<file path="config.mk">
export PLATFORM = sky130hd
export DESIGN_NAME = dom_mode_sel
export DESIGN_NICKNAME = d
export VERILOG_FILES = /design/src/dom_mode_sel.v /design/src/dom_sync.v
export VERILOG_INCLUDE_DIRS = /design/src
export SDC_FILE = /design/constraint.sdc
export NUM_CORES = 1
export LEC_CHECK = 0
export BUFFER_PORTS_ARGS = -buffer_cell sky130_fd_sc_hd__buf_2
export CAP_MARGIN = 20
export CORE_AREA = 2 2 136 72
export DETAILED_ROUTE_END_ITERATION = 7
export DIE_AREA = 0 0 138 74
export PLACE_DENSITY = 0.88
export SYNTH_ARGS = -nofsm -noshare
export SYNTH_HDL_FRONTEND = slang
export SYNTH_SLANG_ARGS = --single-unit
</file>
<file path="constraint.sdc">
create_clock -name MCLK -period 4.2 [get_ports MCLK]
set_clock_uncertainty 0.15 [all_clocks]
set_input_delay 0.84 -clock MCLK [delete_from_list [all_inputs] [get_ports MCLK]]
set_output_delay 0.84 -clock MCLK [all_outputs]
set_load 0.05 [all_outputs]
</file>
<file path="src/dom_map.vh">
/*
 * Register offsets, field positions, reset values and encodings of the
 * operation-mode selector. Included by the selector top only.
 */
`ifndef DOM_MAP_VH
`define DOM_MAP_VH

// APB byte addresses
`define DOM_CFG_ADDR 8'h00
`define DOM_TFS0_ADDR 8'h04
`define DOM_TFS4_ADDR 8'h14
`define DOM_CMD_ADDR 8'h18
`define DOM_STAT_ADDR 8'h1c

// Configuration register fields
`define DOM_CFG_MSS_LSB 0
`define DOM_CFG_SU_LSB 8
`define DOM_CFG_SL_LSB 16

// Reset values
`define DOM_MSS_RST 3'h0
`define DOM_SU_RST 4'h0
`define DOM_SL_RST 2'h0
`define DOM_TFS_RST 7'h00

// Terminal function codes
`define DOM_FN_INTERLOCK 7'h0c
`define DOM_FN_PANEL_EXT 7'h10
`define DOM_FN_PANEL_NET 7'h41
`define DOM_FN_EXT_NET 7'h42

// Mode selection, start-up and stop-logic setting values
`define DOM_MSS_ANY 3'h0
`define DOM_MSS_PANEL 3'h1
`define DOM_MSS_EXT 3'h2
`define DOM_MSS_COMB3 3'h3
`define DOM_MSS_COMB4 3'h4
`define DOM_MSS_SWOVER 3'h6
`define DOM_MSS_ILOCK 3'h7
`define DOM_SU_AS_MSS 4'h0
`define DOM_SU_NET 4'h1
`define DOM_SU_PANEL_NET 4'ha
`define DOM_SL_INVERT 2'h2

// Software mode command codes
`define DOM_CMD_EXT 2'h1
`define DOM_CMD_PANEL 2'h2
`define DOM_CMD_NET 2'h3

// One-hot operation modes
`define DOM_MODE_EXT 4'h1
`define DOM_MODE_PANEL 4'h2
`define DOM_MODE_NET 4'h4
`define DOM_MODE_COMB 4'h8

`endif

</file>
<file path="src/dom_mode_sel.v">
/*
 * Drive operation-mode selector: resolves external, panel, network or
 * combined mode from settings held in APB registers and from terminal pins.
 * Assumes a 40 MHz MCLK, asynchronous pins, and an APB master.
 */
`include "dom_map.vh"

module dom_mode_sel (
    input wire MCLK, // 40 MHz system clock
    input wire RST, // Async reset, high
    input wire PSEL, // APB select
    input wire PENABLE, // APB enable
    input wire PWRITE, // APB direction
    input wire [7:0] PADDR, // APB byte address
    input wire [31:0] PWDATA, // APB write data
    output reg [31:0] PRDATA, // APB read data
    output reg PREADY, // APB ready
    output reg PSLVERR, // APB error
    input wire [4:0] TERM_IN, // Function-selectable terminals
    input wire OUTPUT_STOP_IN, // Output-stop pin
    input wire FORWARD_START_IN, // Forward start pin
    input wire REVERSE_START_IN, // Reverse start pin
    input wire MOTOR_RUN_IN, // Motor running status
    output reg [3:0] MODE, // One-hot resolved mode
    output reg OUTPUT_STOP // Motor output held stopped
);

    // Settings and state
    reg [2:0] mode_selection_setting_r;
    reg [3:0] startup_mode_setting_r;
    reg [1:0] stop_input_logic_setting_r;
    reg [34:0] tfs_r;
    reg [3:0] mode_r;
    reg [3:0] mode_nxt;
    reg [1:0] cmd_r;
    reg cmd_pend_r;
    wire [8:0] pins_s;
    wire [4:0] term_s;
    wire output_stop_in;
    wire forward_start_in;
    wire reverse_start_in;
    wire motor_run;

    // Pin synchronisers
    dom_sync #(.W(9)) u_sync (
        .clk(MCLK),
        .rst(RST),
        .d({MOTOR_RUN_IN, REVERSE_START_IN, FORWARD_START_IN, OUTPUT_STOP_IN, TERM_IN}),
        .q(pins_s)
    );
    assign term_s = pins_s[4:0];
    assign output_stop_in = pins_s[5];
    assign forward_start_in = pins_s[6];
    assign reverse_start_in = pins_s[7];
    assign motor_run = pins_s[8];

    // Looks up a function code over the terminal selects: {assigned, level}
    function [1:0] term_find;
        input [6:0] code;
        integer i;
        begin
            term_find = 2'b00;
            for (i = 0; i < 5; i = i + 1) begin
                if (tfs_r[i*7 +: 7] == code) begin
                    term_find = {1'b1, term_find[0] | term_s[i]};
                end
            end
        end
    endfunction

    // Terminal function decode
    wire [1:0] fn_ilk = term_find(`DOM_FN_INTERLOCK);
    wire [1:0] fn_pe = term_find(`DOM_FN_PANEL_EXT);
    wire [1:0] fn_pn = term_find(`DOM_FN_PANEL_NET);
    wire [1:0] fn_en = term_find(`DOM_FN_EXT_NET);

    // Setting decode
    wire [2:0] mss = mode_selection_setting_r;
    wire [3:0] su = startup_mode_setting_r;
    wire mss_ilock = (mss == `DOM_MSS_ILOCK);
    wire mss_sw = (mss == `DOM_MSS_SWOVER);
    wire mss_fixed = (mss == `DOM_MSS_PANEL) || (mss == `DOM_MSS_COMB3) ||
        (mss == `DOM_MSS_COMB4);

    // Interlock source: dedicated terminal, else the stop pin with its logic
    wire stop_level = output_stop_in ^ (stop_input_logic_setting_r == `DOM_SL_INVERT);
    wire ilk_on = fn_ilk[1] ? fn_ilk[0] : stop_level;
    wire ilk_off = mss_ilock && !ilk_on;
    wire start_on = forward_start_in || reverse_start_in;
    wire stopped = !motor_run && !start_on;
    wire run_ok = stopped || mss_sw;

    // Input qualification
    wire en_ok = fn_en[1] && ((mss == `DOM_MSS_ANY) || (mss == `DOM_MSS_EXT) || mss_sw ||
        mss_ilock) && ((su == `DOM_SU_AS_MSS) || (su == `DOM_SU_NET));
    wire pn_ok = fn_pn[1] && ((mss == `DOM_MSS_ANY) || mss_sw || mss_ilock) &&
        (su == `DOM_SU_PANEL_NET);
    wire pe_ok = fn_pe[1] && ((mss == `DOM_MSS_ANY) || mss_sw || mss_ilock);

    // Mode requested by the inputs, by priority
    reg [3:0] req_mode;
    reg req_valid;
    always @* begin
        req_mode = mode_r;
        req_valid = 1'b0;
        if (en_ok) begin
            req_valid = 1'b1;
            if (fn_en[0]) begin
                req_mode = `DOM_MODE_NET;
            end else if (mss == `DOM_MSS_EXT) begin
                req_mode = `DOM_MODE_EXT;
            end else if (fn_pn[1]) begin
                req_mode = fn_pn[0] ? `DOM_MODE_PANEL : `DOM_MODE_EXT;
            end else if (fn_pe[1]) begin
                req_mode = fn_pe[0] ? `DOM_MODE_EXT : `DOM_MODE_PANEL;
            end else begin
                req_mode = `DOM_MODE_EXT;
            end
        end else if (pn_ok) begin
            req_valid = 1'b1;
            if (fn_en[1] && fn_en[0]) begin
                req_mode = `DOM_MODE_NET;
            end else if (fn_pn[0]) begin
                req_mode = `DOM_MODE_PANEL;
            end else if (mss_ilock) begin
                req_mode = (fn_pe[1] && fn_pe[0]) ? `DOM_MODE_EXT : `DOM_MODE_PANEL;
            end else begin
                req_mode = `DOM_MODE_NET;
            end
        end else if (pe_ok) begin
            req_valid = 1'b1;
            req_mode = fn_pe[0] ? `DOM_MODE_EXT : `DOM_MODE_PANEL;
        end else if (cmd_pend_r) begin
            req_valid = 1'b1;
            case (cmd_r)
                `DOM_CMD_PANEL: req_mode = `DOM_MODE_PANEL;
                `DOM_CMD_NET: req_mode = `DOM_MODE_NET;
                default: req_mode = `DOM_MODE_EXT;
            endcase
        end
    end

    // Gates a request against the settings and the run state
    // Ext-net input may step panel and network directly; commands only under the panel-net start-up setting
    wire pn_step = ((mode_r == `DOM_MODE_PANEL) && (req_mode == `DOM_MODE_NET)) ||
        ((mode_r == `DOM_MODE_NET) && (req_mode == `DOM_MODE_PANEL));
    wire blk_direct = pn_step && (su != `DOM_SU_PANEL_NET) && !en_ok;
    wire blk_start = mss_ilock && start_on && (req_mode == `DOM_MODE_PANEL);
    wire blk_panel = (mss == `DOM_MSS_EXT) && (req_mode == `DOM_MODE_PANEL);
    wire req_take = req_valid && run_ok && !blk_direct && !blk_start && !blk_panel;

    // Next mode: setting first, then interlock, then input requests
    always @* begin
        mode_nxt = mode_r;
        case (mss)
            `DOM_MSS_PANEL: mode_nxt = `DOM_MODE_PANEL;
            `DOM_MSS_COMB3: mode_nxt = `DOM_MODE_COMB;
            `DOM_MSS_COMB4: mode_nxt = `DOM_MODE_COMB;
            default: begin
                if (ilk_off) begin
                    mode_nxt = `DOM_MODE_EXT;
                end else if (mode_r == `DOM_MODE_COMB) begin
                    mode_nxt = `DOM_MODE_EXT;
                end else if ((mss == `DOM_MSS_EXT) && (mode_r == `DOM_MODE_PANEL)) begin
                    mode_nxt = `DOM_MODE_EXT;
                end else if (req_take) begin
                    mode_nxt = req_mode;
                end
            end
        endcase
    end

    // Mode register
    always @(posedge MCLK or posedge RST) begin
        if (RST) begin
            mode_r <= `DOM_MODE_EXT;
        end else begin
            mode_r <= mode_nxt;
        end
    end

    // Output stop: normal stop duty, or interlock stop in external mode
    wire stop_nxt = mss_ilock ? (ilk_on && (mode_r == `DOM_MODE_EXT)) :
        stop_level;
    always @(posedge MCLK or posedge RST) begin
        if (RST) begin
            MODE <= `DOM_MODE_EXT;
            OUTPUT_STOP <= 1'b0;
        end else begin
            MODE <= mode_nxt;
            OUTPUT_STOP <= stop_nxt;
        end
    end

    // APB decode
    wire acc = PSEL && PENABLE && !PREADY;
    wire wr = acc && PWRITE;
    wire a_cfg = (PADDR == `DOM_CFG_ADDR);
    wire a_tfs = (PADDR >= `DOM_TFS0_ADDR) && (PADDR <= `DOM_TFS4_ADDR) &&
        (PADDR[1:0] == 2'b00);
    wire a_cmd = (PADDR == `DOM_CMD_ADDR);
    wire a_stat = (PADDR == `DOM_STAT_ADDR);
    wire mapped = a_cfg || a_tfs || a_cmd || a_stat;
    wire wr_lock = ilk_off && !a_cfg;
    wire wr_bad = !mapped || a_stat || wr_lock;
    wire [2:0] tfs_idx = PADDR[4:2] - 3'h1;

    // Setting registers; writes while locked change only the mode selection setting
    always @(posedge MCLK or posedge RST) begin
        if (RST) begin
            mode_selection_setting_r <= `DOM_MSS_RST;
            startup_mode_setting_r <= `DOM_SU_RST;
            stop_input_logic_setting_r <= `DOM_SL_RST;
            tfs_r <= {5{`DOM_TFS_RST}};
        end else if (wr && !wr_bad) begin
            if (a_cfg) begin
                mode_selection_setting_r <= PWDATA[`DOM_CFG_MSS_LSB +: 3];
                if (!ilk_off) begin
                    startup_mode_setting_r <= PWDATA[`DOM_CFG_SU_LSB +: 4];
                    stop_input_logic_setting_r <= PWDATA[`DOM_CFG_SL_LSB +: 2];
                end
            end
            if (a_tfs) begin
                tfs_r[tfs_idx*7 +: 7] <= PWDATA[6:0];
            end
        end
    end

    // Software mode command: held until taken or dropped by a fixed setting or interlock off
    always @(posedge MCLK or posedge RST) begin
        if (RST) begin
            cmd_r <= `DOM_CMD_EXT;
            cmd_pend_r <= 1'b0;
        end else if (wr && !wr_bad && a_cmd && (PWDATA[1:0] != 2'b00)) begin
            cmd_r <= PWDATA[1:0];
            cmd_pend_r <= 1'b1;
        end else if (mss_fixed || ilk_off || (cmd_pend_r && (mode_nxt == req_mode))) begin
            cmd_pend_r <= 1'b0;
        end
    end

    // Read mux
    reg [31:0] rd_val;
    always @* begin
        rd_val = 32'h0000_0000;
        if (a_cfg) begin
            rd_val[`DOM_CFG_MSS_LSB +: 3] = mode_selection_setting_r;
            rd_val[`DOM_CFG_SU_LSB +: 4] = startup_mode_setting_r;
            rd_val[`DOM_CFG_SL_LSB +: 2] = stop_input_logic_setting_r;
        end else if (a_tfs) begin
            rd_val[6:0] = tfs_r[tfs_idx*7 +: 7];
        end else if (a_cmd) begin
            rd_val[2:0] = {cmd_pend_r, cmd_r};
        end else if (a_stat) begin
            rd_val[8:0] = {start_on, motor_run, ilk_off, OUTPUT_STOP, stopped, mode_r};
        end
    end

    // APB answer: one wait state, ready and data from flops
    always @(posedge MCLK or posedge RST) begin
        if (RST) begin
            PREADY <= 1'b0;
            PSLVERR <= 1'b0;
            PRDATA <= 32'h0000_0000;
        end else begin
            PREADY <= acc;
            PSLVERR <= acc && (PWRITE ? wr_bad : !mapped);
            if (acc && !PWRITE) begin
                PRDATA <= mapped ? rd_val : 32'h0000_0000;
            end
        end
    end

endmodule // dom_mode_sel

</file>
<file path="src/dom_sync.v">
/*
 * Two-flop synchroniser bank for asynchronous pin inputs.
 * Assumes one clock and an active-high asynchronous reset.
 */
module dom_sync #(
    parameter W = 9
) (
    input wire clk, // System clock
    input wire rst, // Async reset, high
    input wire [W-1:0] d, // Asynchronous inputs
    output wire [W-1:0] q // Synchronised inputs
);

    genvar i;
    // One two-stage chain per bit
    generate
        for (i = 0; i < W; i = i + 1) begin : g_bit
            reg s1_r;
            reg s2_r;
            always @(posedge clk or posedge rst) begin
                if (rst) begin
                    s1_r <= 1'b0;
                    s2_r <= 1'b0;
                end else begin
                    s1_r <= d[i];
                    s2_r <= s1_r;
                end
            end
            assign q[i] = s2_r;
        end
    endgenerate

endmodule // dom_sync

</file>
==> run metrics <==
Pins Over Slew Limit=0; share of cells above drive strength 1=0.206; cells along the critical path=nor4_1 > nor4bb_1 > nand4b_1 > a41oi_1 > a21oi_1 > o22ai_1 > a311oi_1 > a31oi_1 > nand2_1 > xor2_1 > a41oi_2; GP Congestion=~1.0; WL/cell=21.1 um; total power after layout=roughly 0.002 W; crit path kind=reg2reg; IO buf count=between 50 and 60; startpoint types=register; max frequency=around 0.26 GHz; ANT cells=0; CTS buffer count=9; worst-skew pair later-pin latency=around 0.35 ns; Syn-to-layout area delta=13.6%; worst vdd ir=0.201 mV; warning count from the yosys run=0; core area=around 0.009 mm^2; via/cell ratio=~6.5; vias in the first global route=4139; endpoints failing hold=0; Gate Count Post-Synth=roughly 520; Seq/Total Area, Yosys=0.446; DR vias=around 4500; ys async rst share=1.00; run status=completed; largest net degree at the start of global routing=56; Multi-input gate area=about 0.0025 mm^2; CTS tree=yes; Final #Nets=roughly 630; clk root buf=clkbuf_16; grt total ovfl=0; initial antenna violation count=0; row count=25; PD cells=359 mW/mm^2; Critical-path top delay cell=nor4bb_1; I/O pin total=between 90 and 100; starting density of the core=0.533; die width=138 um; synthesized area per cell=approximately 9.3 um^2; Final Instance Area=about 0.0055 mm^2; Post-CTS Setup Inserts=0; die area=between 0.01 and 0.015 mm^2; Hold Path Depth=0; CTS clk-pin slew, worst paths=roughly 0.07 ns; DR iter-0 viols=609; Non-Filler Instances=about 700; hold buffers post-CTS=0; worst endpoint data arrival time=around 3.9 ns; detailed-route wire length=roughly 15000 um; final setup fails=0; Leakage=~2.5 nW; Placed Area=around 0.0052 mm^2; Total GRT Usage=0.292; DR DRC count=0; CTS Buffer Depth=2; register area=between 0.002 and 0.0025 mm^2; Post-Route Setup TNS=0 ns; CP required=about 4.3 ns; Fill cells=799; max_cap viols=0; detailed placement HPWL=between 10000 and 15000 um; synth unique cells=slightly above 60; Worst Hold Class=reg2reg; Worst Max-Slew Pin Slew=about 0.96 ns; Post-synth EDFFs=0; first-pass iteration count of the detailed router=6; R2R cell count=11; Post-CTS Resized=0; RSZ-0062 raised after global routing=false; global-route wire length before repair=roughly 22000 um; delay of the slowest cell on the worst path=0.65 ns; Post-DRT Antenna Nets=0; Slew HR=0.358; Tmin final=roughly 3.9 ns; Post-Synthesis Cell Area=0.00483 mm^2; Sink Count=86; crit path max fanout=5; H-tree depth=3; Tcrit/Tclk final=0.918; synthesized flop and latch total=86; Placed Cells incl. Taps=a little under 700; Die H=between 70 and 80 um; critical path endpoint category=register; Synth Flop Type=dfrtp_1
## registers in the layout, indices dropped and copies added (netlist names), 2 cells and up
register / count
PRDATA: 14
u_sync.g_bit.s2_r: 9
mode_selection_setting_r: 3
cmd_r: 2
MODE: 4
stop_input_logic_setting_r: 2
u_sync.g_bit.s1_r: 9
tfs_r: 35
startup_mode_setting_r: 4
## where the power goes
part / internal, W / leakage (nW) / switching, W
sequential: 0.000851 / 1.15 / 0.0000339
clock: 0.000480 / 0.145 / 0.000348
combinational: 0.0000725 / 1.25 / 0.000188
total: 0.00140 / 2.54 / 0.000570
## layer usage
layer	vias up	track usage	wire, um
met2	311	0.402	5890
met4	0	0.0964	253
met3	34	0.100	1850
li1	1963	-	-
met5	-	0	0
met1	2219	0.432	6760
## placed cells by master (no fill, tap or decap), types with 9 or more instances in the layout
| master | netlist | final |
|---|---|---|
| nand4_1 | 9 | 9 |
| mux2_2 | 23 | 23 |
| a22o_1 | 9 | 9 |
| buf_2 | 0 | 55 |
| inv_1 | 13 | 12 |
| nor3_1 | 12 | 12 |
| nor2_1 | 31 | 31 |
| conb_1 | 1 | 18 |
| nor4_1 | 10 | 10 |
| o21ai_0 | 22 | 22 |
| nand2_1 | 100 | 100 |
| clkbuf_16 | 0 | 9 |
| o21ai_1 | 15 | 15 |
| a21oi_1 | 16 | 16 |
| nand3_1 | 15 | 15 |
| dfrtp_1 | 84 | 84 |
## worst max-delay path: cells and delay by family (launching register included)
family | cells | cell delay, ns
xor gates and xnor gates | 1 | 0.26
AOI/OAI and AO/OA | 6 | 1.19
DFF | 1 | 0.47
and+or+nand+nor | 4 | 1.63
## synth_stat cells, types with 3 or more instances
master / count / area share
buf_1: 3 / 0.0023
mux2i_1: 3 / 0.0062
o21ai_0: 22 / 0.023
a32oi_1: 6 / 0.011
o31ai_1: 3 / 0.0047
mux2_2: 23 / 0.054
a22o_1: 9 / 0.016
nor2b_1: 5 / 0.0065
mux4_2: 5 / 0.023
inv_1: 13 / 0.010
a31oi_1: 5 / 0.0065
nand3_1: 15 / 0.016
nor2_1: 31 / 0.024
o21a_1: 5 / 0.0078
nand3b_1: 3 / 0.0047
o21ai_1: 15 / 0.016
nor4bb_1: 4 / 0.0083
o22ai_1: 6 / 0.0078
nand4_1: 9 / 0.012
dfrtp_1: 84 / 0.44
buf_4: 18 / 0.028
and3_1: 6 / 0.0078
nand2b_1: 3 / 0.0039
nor4_1: 10 / 0.013
or3_1: 3 / 0.0039
and4b_1: 4 / 0.0083
clkbuf_1: 12 / 0.0093
nor3_1: 12 / 0.012
nor4b_1: 4 / 0.0072
a21oi_1: 16 / 0.017
and2_1: 6 / 0.0078
ha_1: 6 / 0.016
nor3b_1: 5 / 0.0078
a22oi_1: 6 / 0.0093
nand2_1: 100 / 0.078
## path summary, 6_finish.rpt
check / slack [ns] / startpoint / endpoint
min: 0.20 / u_sync.g_bit[5].s1_r / u_sync.g_bit[5].s2_r
max reg2reg: 0.34 / tfs_r[24] / cmd_pend_r
max: 0.34 / tfs_r[24] / cmd_pend_r
max in group asynchronous: 2.62 / RST / tfs_r[27]
min reg2reg: 0.20 / u_sync.g_bit[5].s1_r / u_sync.g_bit[5].s2_r
min in group asynchronous: 0.53 / RST / u_sync.g_bit[2].s2_r
## through the flow
step | hold slack (ns) | worst slack, ns | util
2_1_floorplan | 0.181 | 0.991 | -
3_3_place_gp | 0.183 | 0.623 | 0.571
3_5_place_dp | 0.185 | 0.611 | 0.571
4_1_cts | 0.199 | 0.585 | 0.605
5_1_grt | 0.202 | 0.188 | 0.605
6_report | 0.198 | 0.345 | 0.605
## kinds of logic (layout without fill, tap and decap cells)
kind of cell	after synthesis	after routing	share of synthesized area
adder cells (fa/ha/maj)	6	6	0.0155
AND/OR/NAND/NOR	230	230	0.238
XOR/XNOR	4	4	0.00725
buffers and inverters	46	90	0.0497
flip-flops	86	86	0.446
AO/OA/AOI/OAI	113	113	0.160
other	1	18	0.000776
multiplexers	31	31	0.0831
## area by class of cell
cell class	count	share of cell area
multi-input cells	402	0.457
flip-flops and latches	86	0.392
repair buffers	61	0.0583
clock buffers	10	0.0435
well taps	121	0.0276
clock inverters	6	0.0123
inverters	13	0.00912
(Power assumes the default switching activity.)
